## src/logic/lrsd_pkg.sv

```systemverilog
package lrsd_pkg;

  // ***************************************************************
  // Request type codes, three bits, sent first after the start bit.
  // ***************************************************************
  localparam logic [2:0] LRSD_TYPE_IMMEDIATE = 3'h0;
  localparam logic [2:0] LRSD_TYPE_ISOCHRONOUS = 3'h1;
  localparam logic [2:0] LRSD_TYPE_PRIORITY = 3'h2;
  localparam logic [2:0] LRSD_TYPE_FAIR = 3'h3;
  localparam logic [2:0] LRSD_TYPE_REG_READ = 3'h4;
  localparam logic [2:0] LRSD_TYPE_REG_WRITE = 3'h5;
  localparam logic [2:0] LRSD_TYPE_ACCEL = 3'h6;
  localparam logic [2:0] LRSD_TYPE_RESERVED = 3'h7;

  // ***************************************************************
  // Speed codes for bus requests.
  // ***************************************************************
  localparam logic [2:0] LRSD_SPEED_S100 = 3'h0;
  localparam logic [2:0] LRSD_SPEED_S200 = 3'h2;
  localparam logic [2:0] LRSD_SPEED_S400 = 3'h4;

  // ***************************************************************
  // Frame lengths in bits, start bit included, stop bit included in all but the short bus form.
  // ***************************************************************
  localparam logic [4:0] LRSD_LEN_BUS_SHORT = 5'h07;
  localparam logic [4:0] LRSD_LEN_BUS = 5'h08;
  localparam logic [4:0] LRSD_LEN_READ = 5'h09;
  localparam logic [4:0] LRSD_LEN_WRITE = 5'h11;
  localparam logic [4:0] LRSD_LEN_ACCEL = 5'h06;

  // ***************************************************************
  // Field positions in the 17-bit left-aligned frame image.
  // Frame bit 0 sits at image bit 16.
  // ***************************************************************
  localparam int LRSD_FRAME_W = 17;
  localparam int LRSD_POS_START = 16;
  localparam int LRSD_POS_TYPE_HI = 15;
  localparam int LRSD_POS_FIELD_HI = 12;

  // ***************************************************************
  // Control pair codes while the device owns it.
  // ***************************************************************
  localparam logic [1:0] LRSD_CTL_IDLE = 2'h0;
  localparam logic [1:0] LRSD_CTL_STATUS = 2'h1;
  localparam logic [1:0] LRSD_CTL_RECEIVE = 2'h2;
  localparam logic [1:0] LRSD_CTL_GRANT = 2'h3;

  // Controller sequencer states, Gray coded from idle through send to wait.
  typedef enum logic [1:0] {
    LRSD_ST_IDLE = 2'b00,
    LRSD_ST_SEND = 2'b01,
    LRSD_ST_WAIT = 2'b11
  } lrsd_state_t;

endpackage

```

## src/logic/lrsd_controller.sv

```systemverilog
`timescale 1ns/100ps
`default_nettype none

module lrsd_controller
  import lrsd_pkg::*;
(
  input wire logic clock, // Interface clock, rising edge sampled.
  input wire logic rst, // Synchronous reset, active high.
  input wire logic [1:0] interface_control_pair, // Control pair from the device.
  input wire logic cmd_valid, // Command request.
  output logic cmd_ready, // Command taken this cycle.
  input wire logic [2:0] cmd_type, // Request type code.
  input wire logic [2:0] cmd_speed, // Speed code for bus requests.
  input wire logic cmd_short, // Omit the optional stop bit.
  input wire logic [3:0] cmd_addr, // Register address.
  input wire logic [7:0] cmd_data, // Write data.
  input wire logic cmd_accel_on, // Acceleration control value.
  input wire logic cycle_start_seen, // Pulse: a cycle start was sent or received.
  input wire logic bus_reset, // Pulse: bus reset observed.
  input wire logic header_crc_bad, // Level: received header failed its check.
  output logic link_request_line, // Serial request line to the device.
  output logic ctl_out, // Hold/idle drive toward the control pair after grant.
  output logic [1:0] ctl_drive, // Control value driven while owning the pair.
  output logic ctl_oe, // High while this end drives the control pair.
  output logic bus_pending, // A bus request is outstanding.
  output logic read_pending, // A register read awaits its status transfer.
  input wire logic read_answered, // Pulse: register contents arrived.
  output logic frame_dropped // Pulse: fair/priority frame cut by receive.
);

  lrsd_state_t state_q, state_d;
  logic [16:0] image;
  logic [4:0] length;
  logic load, abort, busy, done;
  logic is_bus, is_fp, fp_q, fp_d;
  logic [1:0] ctl_prev_q;
  logic bus_q, bus_d, read_q, read_d, iso_ok_q, iso_ok_d;
  logic drop_q, drop_d, own_q, own_d;
  logic pend_fp_q, pend_fp_d;
  logic was_idle;
  logic accept;

  // ***************************************************************
  // Frame assembly.
  // ***************************************************************
  // The image is left aligned so one shifter serves every length.
  always_comb begin
    image = '0;
    image[LRSD_POS_START] = 1'b1;
    image[LRSD_POS_TYPE_HI -: 3] = cmd_type;
    length = LRSD_LEN_BUS;
    case (cmd_type)
      LRSD_TYPE_REG_READ: begin
        image[LRSD_POS_FIELD_HI -: 4] = cmd_addr;
        length = LRSD_LEN_READ;
      end
      LRSD_TYPE_REG_WRITE: begin
        image[LRSD_POS_FIELD_HI -: 12] = {cmd_addr, cmd_data};
        length = LRSD_LEN_WRITE;
      end
      LRSD_TYPE_ACCEL: begin
        image[LRSD_POS_FIELD_HI] = cmd_accel_on;
        length = LRSD_LEN_ACCEL;
      end
      default: begin
        // Invalid speed codes still go out; the device answers them with a null packet.
        image[LRSD_POS_FIELD_HI -: 3] = cmd_speed;
        // Short form only legal when the last speed bit is zero.
        length = (cmd_short && !cmd_speed[0]) ? LRSD_LEN_BUS_SHORT : LRSD_LEN_BUS;
      end
    endcase
  end

  // ***************************************************************
  // Acceptance checks.
  // ***************************************************************
  assign is_bus = (cmd_type[2] == 1'b0);
  assign is_fp = (cmd_type == LRSD_TYPE_PRIORITY) || (cmd_type == LRSD_TYPE_FAIR);
  // Idle must have been seen a clock earlier before fair/priority starts.
  assign was_idle = (ctl_prev_q == LRSD_CTL_IDLE) && (interface_control_pair == LRSD_CTL_IDLE);
  // Reserved codes are refused here so the device never sees them.
  always_comb begin
    accept = cmd_valid && (state_q == LRSD_ST_IDLE) && !busy && !own_q;
    if (cmd_type == LRSD_TYPE_RESERVED) begin
      accept = 1'b0;
    end else if (is_bus && bus_q) begin
      accept = 1'b0;
    end else if (cmd_type == LRSD_TYPE_REG_READ && read_q) begin
      accept = 1'b0;
    end else if (cmd_type == LRSD_TYPE_ISOCHRONOUS && !iso_ok_q) begin
      accept = 1'b0;
    end else if (is_fp && !was_idle) begin
      accept = 1'b0;
    end else if (cmd_type == LRSD_TYPE_IMMEDIATE && interface_control_pair != LRSD_CTL_RECEIVE) begin
      accept = 1'b0;
    end
  end
  assign cmd_ready = accept;
  assign load = accept;
  // A receive during a fair/priority frame makes the device ignore it.
  assign abort = fp_q && busy && (interface_control_pair == LRSD_CTL_RECEIVE);

  lrsd_shifter u_shifter (
    .clock(clock),
    .rst(rst),
    .load(load),
    .abort(abort),
    .image(image),
    .length(length),
    .line_out(link_request_line),
    .busy(busy),
    .done(done)
  );

  // ***************************************************************
  // Sequencer and request bookkeeping.
  // ***************************************************************
  // Mirrors the device's pending state so no second bus request goes out.
  always_comb begin
    state_d = state_q;
    fp_d = fp_q;
    bus_d = bus_q;
    read_d = read_q;
    iso_ok_d = iso_ok_q;
    drop_d = 1'b0;
    own_d = own_q;
    pend_fp_d = pend_fp_q;
    case (state_q)
      LRSD_ST_IDLE: begin
        if (accept) begin
          state_d = LRSD_ST_SEND;
          fp_d = is_fp;
          // The pending kind is kept apart from the frame kind, so a later read or write
          // frame does not hide a pending fair or priority request from the receive clear.
          if (is_bus) begin
            bus_d = 1'b1;
            pend_fp_d = is_fp;
          end
          if (cmd_type == LRSD_TYPE_REG_READ) begin
            read_d = 1'b1;
          end
        end
      end
      LRSD_ST_SEND: begin
        if (abort) begin
          state_d = LRSD_ST_IDLE;
          bus_d = 1'b0;
          drop_d = 1'b1;
        end else if (done) begin
          state_d = LRSD_ST_WAIT;
        end
      end
      default: begin
        state_d = LRSD_ST_IDLE;
      end
    endcase
    if (bus_q && pend_fp_q && !(busy && fp_q) && interface_control_pair == LRSD_CTL_RECEIVE) begin
      bus_d = 1'b0;
    end
    if (bus_q && interface_control_pair == LRSD_CTL_GRANT) begin
      bus_d = 1'b0;
      own_d = 1'b1;
    end
    if (own_q && (header_crc_bad || interface_control_pair != LRSD_CTL_GRANT)) begin
      own_d = 1'b0;
    end
    if (bus_reset) begin
      bus_d = 1'b0;
      iso_ok_d = 1'b0;
    end
    if (cycle_start_seen) begin
      iso_ok_d = 1'b1;
    end
    // Set wins over the answer arriving in the same cycle.
    if (read_q && read_answered && !(accept && cmd_type == LRSD_TYPE_REG_READ)) begin
      read_d = 1'b0;
    end
  end

  always_ff @(posedge clock) begin
    if (rst) begin
      state_q <= LRSD_ST_IDLE;
      fp_q <= 1'b0;
      bus_q <= 1'b0;
      read_q <= 1'b0;
      iso_ok_q <= 1'b0;
      drop_q <= 1'b0;
      own_q <= 1'b0;
      pend_fp_q <= 1'b0;
      ctl_prev_q <= LRSD_CTL_IDLE;
    end else begin
      state_q <= state_d;
      fp_q <= fp_d;
      bus_q <= bus_d;
      read_q <= read_d;
      iso_ok_q <= iso_ok_d;
      drop_q <= drop_d;
      own_q <= own_d;
      pend_fp_q <= pend_fp_d;
      ctl_prev_q <= interface_control_pair;
    end
  end

  // ***************************************************************
  // Outputs. The grant is only released here; packet sending is elsewhere.
  // ***************************************************************
  assign ctl_oe = own_q && !header_crc_bad;
  assign ctl_drive = LRSD_CTL_IDLE;
  assign ctl_out = 1'b0;
  assign bus_pending = bus_q;
  assign read_pending = read_q;
  assign frame_dropped = drop_q;

endmodule

`default_nettype wire

```

## src/logic/lrsd_shifter.sv

```systemverilog
`timescale 1ns/100ps
`default_nettype none

// Serialiser: loads a left-aligned frame image and shifts it out MSB first.
module lrsd_shifter
  import lrsd_pkg::*;
(
  input wire logic clock, // System clock.
  input wire logic rst, // Synchronous reset, active high.
  input wire logic load, // Load a new frame image.
  input wire logic abort, // Drop the frame in flight.
  input wire logic [16:0] image, // Frame image, frame bit 0 at the top.
  input wire logic [4:0] length, // Bits in the frame.
  output logic line_out, // Serial request line.
  output logic busy, // Frame in flight.
  output logic done // Pulse on the cycle after the last bit.
);

  logic [16:0] sr_q, sr_d;
  logic [4:0] left_q, left_d;
  logic done_q, done_d;

  // ***************************************************************
  // Shift register; the line reads zero when nothing is left.
  // ***************************************************************
  always_comb begin
    sr_d = sr_q;
    left_d = left_q;
    done_d = 1'b0;
    if (load) begin
      sr_d = image;
      left_d = length;
    end else if (abort) begin
      sr_d = '0;
      left_d = '0;
    end else if (left_q != 5'h00) begin
      sr_d = {sr_q[15:0], 1'b0};
      left_d = left_q - 5'h01;
      done_d = (left_q == 5'h01);
    end
  end

  always_ff @(posedge clock) begin
    if (rst) begin
      sr_q <= '0;
      left_q <= '0;
      done_q <= 1'b0;
    end else begin
      sr_q <= sr_d;
      left_q <= left_d;
      done_q <= done_d;
    end
  end

  // Held low outside frames; masking by the count keeps the line quiet. 
  assign line_out = (left_q != 5'h00) & sr_q[LRSD_POS_START];
  assign busy = (left_q != 5'h00);
  assign done = done_q;

endmodule

`default_nettype wire

```

## config.mk

```make
export PLATFORM = sky130hd
export DESIGN_NAME = lrsd_controller
export DESIGN_NICKNAME = d
export VERILOG_FILES = /design/src/logic/lrsd_pkg.sv /design/src/logic/lrsd_controller.sv /design/src/logic/lrsd_shifter.sv
export SDC_FILE = /design/constraint.sdc
export NUM_CORES = 1
export LEC_CHECK = 0
export BUFFER_PORTS_ARGS = -buffer_cell sky130_fd_sc_hd__buf_2
export CAP_MARGIN = 25
export CORE_MARGIN = 2
export CORE_UTILIZATION = 45
export CTS_CLUSTER_DIAMETER = 50
export CTS_CLUSTER_SIZE = 14
export DETAILED_ROUTE_END_ITERATION = 7
export GPL_TIMING_DRIVEN = 1
export PLACE_DENSITY = 0.66
export SYNTH_ARGS = -nofsm -noshare
export SYNTH_HDL_FRONTEND = slang
export SYNTH_HIERARCHICAL = 1
export SYNTH_SLANG_ARGS = --single-unit
```

## constraint.sdc

```tcl
create_clock -name clock -period 3.57 [get_ports clock]
set_clock_uncertainty 0.1 [all_clocks]
set_input_delay 0.357 -clock clock [delete_from_list [all_inputs] [get_ports clock]]
set_output_delay 0.357 -clock clock [all_outputs]
set_load 0.005 [all_outputs]
```

# After elaboration in Yosys (flattened, before gate mapping)
# Cells that the tools add are included.
[word_totals]
register_bits = 33
out_inout_bits = 9
wordCells = 113
[classes]
addsub = 1
n_reduce_logical = 50
eq_ne = 17
mux = 29
n_bitwise = 4
[op_table]
columns = ["cell", "count"]
rows = [
  ["17-bit 2-to-1 mux", 3],
  ["1-bit logical AND", 21],
  ["5-bit 2-to-1 mux", 3],
  ["5-bit one-hot mux with 3 select lines", 1],
  ["1-bit 2-to-1 mux", 13],
  ["3-bit equality test, second input constant", 4],
  ["2-bit inequality test, second input constant", 5],
  ["1-bit zero test", 8],
  ["8-bit 2-to-1 mux", 1],
  ["2-bit one-hot mux with 2 select lines", 2],
  ["2-bit OR reduction", 4],
  ["4-bit OR reduction", 2],
  ["3-bit by 2-bit equality test with 1-bit output, second input constant", 2],
  ["2-bit zero test", 3],
  ["2-bit 2-to-1 mux", 3],
  ["3-bit AND reduction", 2],
  ["5-bit by 1-bit equality test with 1-bit output, second input constant", 1],
  ["5-bit nonzero test", 1],
  ["5-bit by 1-bit subtractor with 5-bit output, second input constant", 1],
  ["2-bit equality test, second input constant", 2],
  ["4-bit 2-to-1 mux", 1],
  ["1-bit one-hot mux with 2 select lines", 2],
  ["2-bit AND reduction", 2],
  ["4-bit AND reduction", 1],
  ["9 further kinds", 13],
]

# Depth between registers and ports, before layout
# Gate-level depths: netlist (run 1).
[logic_depth]
depth_word = 14
ltp_mapped = 13

# By module
# Netlist (run 1), hierarchy kept.
[by_module_without_submodules]
columns = ["module", "cells_each", "area_each_um2", "instances"]
rows = [
  ["lrsd_shifter", 141, 1237.4, 1],
  ["lrsd_controller", 86, 748.2, 1],
]

# Worst setup path after synthesis (run 1)
# Ideal clock, no wire load.
[synth_timing]
path_kind = "register -> register"
start = "register u_shifter.left_q[0]"
end = "register u_shifter.sr_q[4]"
arrival_time_ns = 2.831
required_time_ns = 3.389
path_stages_with_launch = 14
path_buffers = 3
path_slack_ns = 0.557
cell_sequence = "dfxtp_1 inv_1 ha_1 or4b_2 nor4_1 o211a_1 nand3_2 inv_1 clkbuf_2 or3b_1 buf_2 clkbuf_1 nor3_1 a211oi_2"
[synth_between]
elab_chain_cells = 11
[synth_lines]
columns = ["item", "line", "source"]
rows = [
  ["start: declaration", "lrsd_shifter.sv:20", "logic [4:0] left_q, left_d;"],
  ["start signal: assignment", "lrsd_shifter.sv:50", "left_q <= left_d;"],
  ["5-bit nonzero test *", "lrsd_shifter.sv:57", "assign busy = (left_q != 5'h00);"],
  ["net busy", "lrsd_controller.sv:34", "logic load, abort, busy, done;"],
  ["1-bit zero test *", "lrsd_controller.sv:83", "accept = cmd_valid && (state_q == LRSD_ST_IDLE) && !busy && !own_q;"],
  ["1-bit logical AND * (2 in a row)", "lrsd_controller.sv:83", ""],
  ["1-bit 2-to-1 mux *", "lrsd_controller.sv:94", "end else if (cmd_type == LRSD_TYPE_IMMEDIATE && interface_control_pair != LRSD_CTL_RECEIVE) begin"],
  ["1-bit 2-to-1 mux *", "lrsd_controller.sv:92", "end else if (is_fp && !was_idle) begin"],
  ["1-bit 2-to-1 mux *", "lrsd_controller.sv:90", "end else if (cmd_type == LRSD_TYPE_ISOCHRONOUS && !iso_ok_q) begin"],
  ["1-bit 2-to-1 mux *", "lrsd_controller.sv:88", "end else if (cmd_type == LRSD_TYPE_REG_READ && read_q) begin"],
  ["1-bit 2-to-1 mux *", "lrsd_controller.sv:86", "end else if (is_bus && bus_q) begin"],
  ["1-bit 2-to-1 mux *", "lrsd_controller.sv:84", "if (cmd_type == LRSD_TYPE_RESERVED) begin"],
  ["net cmd_ready", "lrsd_controller.sv:11", "output logic cmd_ready,"],
  ["3-bit nonzero test (no source line) / 17-bit 2-to-1 mux (equally long branches)", "--", ""],
  ["end signal: assignment", "lrsd_shifter.sv:49", "sr_q <= sr_d;"],
  ["end: declaration", "lrsd_shifter.sv:19", "logic [16:0] sr_q, sr_d;"],
]
# The timed path passes the listed nets; every way through them passes the cells marked *.
# A chain may end at the register's enable or synchronous reset.

# Worst setup path in the final report (run 1)
[layout_timing]
start = "register u_shifter.left_q[0]"
end = "output port cmd_ready"
[layout_between]
elab_chain_cells = 10
[layout_lines]
columns = ["item", "line"]
rows = [
  ["5-bit nonzero test", "lrsd_shifter.sv:57"],
  ["net busy", "lrsd_controller.sv:34"],
  ["1-bit zero test", "lrsd_controller.sv:83"],
  ["1-bit logical AND (2 in a row)", "lrsd_controller.sv:83"],
  ["1-bit 2-to-1 mux", "lrsd_controller.sv:94"],
  ["1-bit 2-to-1 mux", "lrsd_controller.sv:92"],
  ["1-bit 2-to-1 mux", "lrsd_controller.sv:90"],
  ["1-bit 2-to-1 mux", "lrsd_controller.sv:88"],
  ["1-bit 2-to-1 mux", "lrsd_controller.sv:86"],
  ["1-bit 2-to-1 mux", "lrsd_controller.sv:84"],
  ["end: declaration", "lrsd_controller.sv:11"],
]
# The timed path passes the listed nets, and every way through them passes these cells.

==> flow_summary.ini, run 1 <==
[outcome]
outcome = completed

[clocking]
clockRootBuffer = clkbuf_8
numCtsBuffers = 5
cts_setup_buffers = 0
htree_levels = 2
clock-sinks = 34
clk_latency_ns = 0.28
path_clk_slew_ns = 0.07
ctsResizeCount = 0
ctsHoldBuffers = 0
cts_tree = built
clk_path_buf_depth = 2

[logic_synthesis]
synth.most_common_cell = dfxtp_1
synthCells = 227
synth_seq_area_share = 0.343
synth_top_cell_by_area = dfxtp_1
syn-mean-instance-area_sq_um = 8.75
post-synth-top-area-fraction = 0.343
yosys_register_bits = 34
ys.flop_type = dfxtp_1
async_flop_share = 0
synth-edff-count = 0
yosys-top-cells-count = dfxtp_1 (34), nor3_1 (21), a21oi_1 (20)
yosysWarnings = 6
synth_area_leaders = dfxtp_1 (34%), nor3b_1 (6.4%), a211oi_2 (6.3%)
synth_cell_types = 54
synth_area_sq_um = 1990

[global_routing]
grt_pass1_vias = 1631
grt_first_pass_wirelength_mm = 7.59
antenna_found_initial = 0
grt_max_degree = 44
grt_overflow = 0
grt.total_usage = 0.189

[pwr]
ir_worst_vdd_mv = 0.350
p_leak_nw = 0.903
powerDensity_nw_per_um2 = 737

[sta]
tightest_slew_ns = 0.885
period_needed_ns = 3.34
setup_viol = 0
rsz0062_at_grt = false
post-route-period-util = 0.934
finalSetupTns_ns = 0
hold_viol = 0
worst_hold_slack_ns = 0.181
slew_violations = 0
slew_headroom = 0.408
fmax_ghz = 0.300

[critical_path]
timing.rr.end = u_shifter/sr_q[15]$_SDFFE_PP0P_
worst_r2r_path_depth = 10
cp.required_ns = 3.11
crit_top_cell = inv_1
critPathKind = flip-flop to primary output
r2r-start = u_shifter/left_q[0]$_SDFFE_PP0P_
slowest_stage = or4b_2
cp-end-kind = primary output
startpoint_type = flip-flop
crit_arrival_ns = 2.88
max_stage_delay_ns = 0.69
crit_chain = inv_1 > ha_1 > or4b_2 > nor4_1 > o211a_1 > nand3_2 > inv_1 > buf_4 > buf_2
r2r_slack_ns = 0.34
crit_path_max_fanout = 43

[worst_hold_path]
hold-path-endpoint = bus_pending$_SDFFE_PP0P_
min_path_type = input port to flip-flop
min_path_cells = 2
worstHoldStart = bus_reset

[drt]
met3_length_microns = 179
drt_iter0_drc = 114
routed-wl-met2_mm = 2.19
dr.pass1.iters = 4
ant_nets = 0
wl_met1_mm = 2.17
vias = 1767
wl_mm = 4.61
viasPerCell = 5.81
wl_per_cell_microns = 15.2
highest_layer = met4
drcViolationCount = 0

[cells_and_area]
fillers = 427
syn_to_final_growth_pct = 11.8
drive_above_1_share = 0.250
antenna_cells = 0
final_cells = 304
num-nets-final = 283
postLayoutCellArea_sq_um = 2220
final_core_util = 0.517

[floorplan]
io_pins = 38
die-width_microns = 70.4
die_h_microns = 70.4
fp.coreArea_sq_um = 4290
die-area_sq_um = 4960
start_util = 0.462
num_rows = 24

[placed_design]
dp.cells = 297
place_area_sq_um = 2140
dp_hpwl_mm = 2.98
port_buffers = 34
place_congestion = 0.827

[flow_run]
cap_violations = 0
logic make-up after synthesis:
logic type,share of synthesized area
buf+inv,0.0712
xor+xnor,0.00441
simple gates,0.296
mux,0.0126
other cells,0.00378
compound gates,0.257
flops,0.343
fa+ha+maj,0.0126
cell type report:
class                           instances  area (sq um)  share of cell area
Tap cell                               52          65.1              0.0293
Timing Repair Buffer                   37           193              0.0868
Inverter                                8          30.0              0.0135
Multi-Input combinational cell        166          1170               0.529
Sequential cell                        34           681               0.307
Clock buffer                            7          76.3              0.0344
registers in the layout (all words and copies together) (netlist names), 2 cells and up:
signal,flops
u_shifter/left_q,5
state_q,2
ctl_prev_q,2
u_shifter/sr_q,17
routing by layer:
metal / global-route usage / vias up
met5: 0 / -
met4: 0.0684 / 0
met3: 0.0390 / 7
met2: 0.305 / 39
met1: 0.250 / 842
li1: - / 879
cells in the final DEF (no fill, tap or decap), types with 2 or more instances in the layout:
cell type,n
nand2_1,8
a22oi_1,2
nor3b_1,17
clkbuf_1,2
nand2b_1,6
nor2b_1,6
a211oi_1,11
a22o_1,2
conb_1,5
nor4_1,4
ha_1,2
inv_1,8
clkbuf_8,5
a21oi_1,20
buf_4,3
o21ai_0,4
and3_1,8
and2_1,4
nor3_1,21
a211oi_2,10
buf_2,34
dfxtp_1,34
nor2_1,7
worst max-delay path by stage:
stage | start | endpoint | slack (ns) | cells past startpoint
floorplan | u_shifter/left_q[0]$_SDFFE_PP0P_ | u_shifter/sr_q[4]$_SDFFE_PP0P_ | 0.56 | 13
global placement | u_shifter/left_q[0]$_SDFFE_PP0P_ | u_shifter/sr_q[13]$_SDFFE_PP0P_ | 0.48 | 10
detailed placement | u_shifter/left_q[0]$_SDFFE_PP0P_ | u_shifter/sr_q[13]$_SDFFE_PP0P_ | 0.37 | 10
CTS | u_shifter/left_q[0]$_SDFFE_PP0P_ | cmd_ready | 0.25 | 9
global route | u_shifter/left_q[0]$_SDFFE_PP0P_ | cmd_ready | 0.05 | 9
finish | u_shifter/left_q[0]$_SDFFE_PP0P_ | cmd_ready | 0.23 | 9
power by group:
part / switching [W] / total (W) / internal [W]
combinational: 0.000473 / 0.000799 / 0.000326
sequential: 0.0000734 / 0.000573 / 0.000499
clock: 0.000131 / 0.000266 / 0.000134
worst max-delay path: cells and delay by family (launching register included):
kind	cells	cell delay, ns
adder cells (fa/ha/maj)	1	0.21
AND/OR/NAND/NOR	3	1.00
buffers and inverters	4	0.75
AO/OA/AOI/OAI	1	0.28
flip-flops	1	0.35
stage by stage:
step / worst slack, ns / power (W)
2_1_floorplan: 0.557 / 0.00125
3_3_place_gp: 0.478 / 0.00136
3_5_place_dp: 0.368 / 0.00137
4_1_cts: 0.254 / 0.00163
5_1_grt: 0.0500 / 0.00175
6_report: 0.235 / 0.00164
Note: power is estimated with default switching activity, not from simulation.
==> inputs of run 2 (changes only) <==
--- a/config.mk
+++ b/config.mk
@@ -14,6 +14,7 @@
 export DETAILED_ROUTE_END_ITERATION = 7
 export GPL_TIMING_DRIVEN = 1
 export PLACE_DENSITY = 0.66
+export RECOVER_POWER = 50
 export SYNTH_ARGS = -nofsm -noshare
 export SYNTH_HDL_FRONTEND = slang
 export SYNTH_HIERARCHICAL = 1
==> run 2 against run 1 <==
Worst setup slack better by 0.018 ns. Flip-flop and latch count stayed put. Clock power hardly changed. Critical path depth stayed put. Non-clock buffer count stayed put. Sequential power hardly changed. Critical path type unchanged. Largest power group unchanged.
==> flow_summary.ini, run 2 (synthesis results as in run 1) <==
[outcome]
outcome = completed

[critical_path]
crit_cells = 9
cp_top_family = simple AND/OR/NAND/NOR gates
slowest_stage = or4b_2
r2r_slack_ns = 0.35
crit_top_cell = inv_1
crit_arrival_ns = 2.86
max_stage_delay_ns = 0.69
crit_path_max_fanout = 43
startpoint_type = flip-flop
crit_chain = inv_1 > ha_1 > or4b_2 > nor4_1 > o211a_1 > nand3_1 > inv_1 > buf_4 > buf_2
cp_num_buf_inv = 4
critPathKind = flip-flop to primary output
worst_r2r_path_depth = 10
cp.required_ns = 3.11
cp-end-kind = primary output

[placed_design]
port_buffers = 34
place_congestion = 0.827
dp_hpwl_mm = 2.98
place_area_sq_um = 2140
dp_slack_ns = 0.368

[cells_and_area]
postLayoutCellArea_sq_um = 2170
syn_to_final_growth_pct = 9.33
drive_above_1_share = 0.222
largestRegisters = u_shifter/sr_q: 17 flops, u_shifter/left_q: 5 flops
largest_reg_flops = 17
antenna_cells = 0
final_cell_mix = dfxtp_1 (34), buf_2 (32), nor3_1 (21)
final_core_util = 0.506
num-nets-final = 283
final_common_cell = dfxtp_1
regMostFlops = u_shifter/sr_q

[sta]
slew_headroom = 0.330
post-route-period-util = 0.929
finalSetupTns_ns = 0
worst_slack_ns = 0.253
hold_viol = 0
tightest_slew_ns = 1.01
rsz0062_at_grt = false
setup_viol = 0
slew_violations = 0
fmax_ghz = 0.301
period_needed_ns = 3.32

[clocking]
htree_levels = 2
clk_path_buf_depth = 2
clock-sinks = 34
ctsResizeCount = 0
clk_latency_ns = 0.28
cts_setup_buffers = 0
cts_tree = built
path_clk_slew_ns = 0.07
clockRootBuffer = clkbuf_8
ctsHoldBuffers = 0
numCtsBuffers = 5

[worst_hold_path]
min_path_type = input port to flip-flop
min_path_cells = 2

[drt]
drcViolationCount = 0
vias = 1767
drt_iter0_drc = 128
viasPerCell = 5.81
wl_per_cell_microns = 15.3
wl_mm = 4.64
ant_nets = 0
dr.pass1.iters = 4

[floorplan]
num_rows = 24
start_util = 0.462
die-width_microns = 70.4
die-area_sq_um = 4960
die_h_microns = 70.4
fp.coreArea_sq_um = 4290
io_pins = 38

[flow_run]
cap_violations = 0

[pwr]
p_leak_nw = 0.883
powerDensity_nw_per_um2 = 749
power_w = 0.00163
ir_worst_vdd_mv = 0.351

[global_routing]
grt_first_pass_wirelength_mm = 7.59
grt_overflow = 0
grt_pass1_vias = 1631
antenna_found_initial = 0
grt_max_degree = 44
grt.total_usage = 0.189
run 2: cell types whose count changed in the layout (fill, tap and decap cells not counted), moves of 2 or more:
cell	previous run	this run
clkbuf_1	2	4
nand3_1	0	2
buf_4	3	1
buf_2	34	32
run 2: metrics by stage:
step                      instances  hold slack (ns)
after floorplan                 230            0.315
after global placement          297            0.358
after detailed placement        297            0.346
after CTS                       304            0.182
after global routing            304            0.198
final                           304            0.176
run 2: where the power goes:
| group | switching (W) | total, W | internal [W] |
|---|---|---|---|
| sequential | 0.0000736 | 0.000573 | 0.000499 |
| combinational | 0.000469 | 0.000786 | 0.000317 |
| clock | 0.000133 | 0.000267 | 0.000134 |
| total | 0.000676 | 0.00163 | 0.000950 |
run 2: final timing paths:
path	start	end
max	u_shifter/left_q[0]$_SDFFE_PP0P_	cmd_ready
min	bus_reset	bus_pending$_SDFFE_PP0P_
max reg2reg	u_shifter/left_q[0]$_SDFFE_PP0P_	u_shifter/sr_q[15]$_SDFFE_PP0P_
min reg2reg	state_q[1]$_SDFFE_PP0P_	state_q[0]$_SDFFE_PP0P_
run 2: layout make-up:
cell class,instances,area [sq um]
Sequential cell,34,681
Clock buffer,7,76.3
Timing Repair Buffer,37,184
Inverter,8,30.0
Tap cell,52,65.1
Fill cell,433,2120
Multi-Input combinational cell,166,1130
run 2: routing by layer:
layer / GRT usage / share of wire / vias to the layer above
li1: - / - / 878
met1: 0.250 / 0.48 / 847
met2: 0.305 / 0.47 / 35
met3: 0.0390 / 0.039 / 7
met4: 0.0684 / 0.015 / 0
met5: 0 / 0 / -
==> inputs of run 3 (changes only) <==
--- a/config.mk
+++ b/config.mk
@@ -13,7 +13,7 @@
 export CTS_CLUSTER_SIZE = 14
 export DETAILED_ROUTE_END_ITERATION = 7
 export GPL_TIMING_DRIVEN = 1
-export PLACE_DENSITY = 0.66
+export PLACE_DENSITY = 0.71
 export RECOVER_POWER = 50
 export SYNTH_ARGS = -nofsm -noshare
 export SYNTH_HDL_FRONTEND = slang
==> run 3 against run 2 <==
The run now ends with capacitance limit, slew limit left. Clock-buffer cell count decreased by 1. Final cell count is the same. Wire length decreased by 1.1%. Die area did not move. Combinational power grew 2%. Critical path depth unchanged. Worst hold slack worse by 0.0057 ns.
==> flow_summary.ini, run 3 (synthesis results as in run 1) <==
[floorplan]
die-width_microns = 70.4
start_util = 0.462
fp.coreArea_sq_um = 4290
io_pins = 38
die-area_sq_um = 4960
die_h_microns = 70.4
num_rows = 24

[clocking]
clock-sinks = 34
clockRootBuffer = clkbuf_8
ctsResizeCount = 0
htree_levels = 2
path_clk_slew_ns = 0.06
cts_setup_buffers = 0
cts_tree = built
clk_path_buf_depth = 2
ctsHoldBuffers = 0
numCtsBuffers = 5
clk_latency_ns = 0.28

[critical_path]
cp_top_family = simple AND/OR/NAND/NOR gates
r2r-start = u_shifter/left_q[1]$_SDFFE_PP0P_
crit_arrival_ns = 2.86
max_stage_delay_ns = 0.69
timing.rr.end = u_shifter/sr_q[13]$_SDFFE_PP0P_
crit_path_max_fanout = 43
crit_top_cell = inv_1
startpoint_type = flip-flop
cp-end-kind = primary output
worst_r2r_path_depth = 11
slowest_stage = or4b_2
cp.required_ns = 3.11
critPathKind = flip-flop to primary output
crit_cells = 9
r2r_slack_ns = 0.39
cp_num_buf_inv = 4
crit_chain = inv_1 > ha_1 > or4b_2 > nor4_1 > o211a_1 > nand3_1 > inv_1 > buf_4 > buf_2

[drt]
ant_nets = 0
dr.pass1.iters = 4
wl_mm = 4.59
drcViolationCount = 0
drt_iter0_drc = 108
wl_per_cell_microns = 15.1
viasPerCell = 5.79
vias = 1761

[cells_and_area]
syn_to_final_growth_pct = 10.2
drive_above_1_share = 0.234
num-nets-final = 284
regMostFlops = u_shifter/sr_q
final_common_cell = dfxtp_1
largestRegisters = u_shifter/sr_q: 17 flops, u_shifter/left_q: 5 flops
antenna_cells = 0
largest_reg_flops = 17
final_cells = 304
final_core_util = 0.510
final_cell_mix = dfxtp_1 (34), buf_2 (32), nor3_1 (21)

[sta]
slew_violations = 38
setup_viol = 0
worst_slack_ns = 0.258
slew_headroom = -0.263
post-route-period-util = 0.928
worst_hold_slack_ns = 0.171
fmax_ghz = 0.302
finalSetupTns_ns = 0
period_needed_ns = 3.31
tightest_slew_ns = 1.90
hold_viol = 0
rsz0062_at_grt = false

[worst_hold_path]
worstHoldStart = bus_reset
hold-path-endpoint = bus_pending$_SDFFE_PP0P_
min_path_type = input port to flip-flop
min_path_cells = 2

[global_routing]
grt_pass1_vias = 1687
grt_overflow = 0
grt_first_pass_wirelength_mm = 7.67
antenna_found_initial = 0
grt_max_degree = 44
grt.total_usage = 0.190

[pwr]
p_leak_nw = 0.898
powerDensity_nw_per_um2 = 752
ir_worst_vdd_mv = 0.505

[outcome]
outcome = complete, but fails checks
violations = capacitance limit, slew limit

[placed_design]
dp_hpwl_mm = 3.07
port_buffers = 34
place_congestion = 0.821
dp_slack_ns = 0.444
dp.cells = 298

[flow_run]
cap_violations = 1
## run 3: where the power goes
| part | internal (W) | switching [W] | leakage, nW |
|---|---|---|---|
| registers | 0.000500 | 0.0000752 | 0.279 |
| clock network | 0.000148 | 0.000125 | 0.0431 |
| logic | 0.000334 | 0.000464 | 0.576 |
| total | 0.000982 | 0.000665 | 0.898 |
## run 3: worst max-delay path by stage
stage / to / slack, ns / start
2_1_floorplan: u_shifter/sr_q[4]$_SDFFE_PP0P_ / 0.56 / u_shifter/left_q[0]$_SDFFE_PP0P_
3_3_place_gp: u_shifter/sr_q[14]$_SDFFE_PP0P_ / 0.55 / u_shifter/left_q[0]$_SDFFE_PP0P_
3_5_place_dp: u_shifter/sr_q[13]$_SDFFE_PP0P_ / 0.44 / u_shifter/left_q[1]$_SDFFE_PP0P_
4_1_cts: cmd_ready / 0.23 / u_shifter/left_q[1]$_SDFFE_PP0P_
5_1_grt: cmd_ready / 0.05 / u_shifter/left_q[0]$_SDFFE_PP0P_
6_report: cmd_ready / 0.26 / u_shifter/left_q[1]$_SDFFE_PP0P_
## run 3: layout make-up
type | instances | area (sq um)
Clock buffer | 6 | 82.6
Fill cell | 425 | 2110
Inverter | 8 | 30.0
Multi-Input combinational cell | 166 | 1130
Sequential cell | 34 | 681
Tap cell | 52 | 65.1
Timing Repair Buffer | 38 | 195
## run 3: worst reg2reg max path, delay by kind of cell (launching register included)
family	cells	cell delay, ns
AOI/OAI and AO/OA	2	0.35
buffers and inverters	3	0.44
and+or+nand+nor	5	1.54
DFF	1	0.33
adders and majority gates	1	0.22
## run 3: layer usage
metal  up-vias  routed length, microns  share of wire  track usage
li1        878                       -              -            -
met1       849                    2060           0.45        0.235
met2        30                    2330           0.51        0.328
met3         4                     180          0.039       0.0404
met4         0                      23         0.0050       0.0577
met5         -                       0              0            0
## run 3: stage by stage
step / area, sq um / power [W]
2_1_floorplan: 2000 / 0.00125
3_3_place_gp: 2150 / 0.00136
3_5_place_dp: 2150 / 0.00138
4_1_cts: 2230 / 0.00166
5_1_grt: 2190 / 0.00177
6_report: 2190 / 0.00165
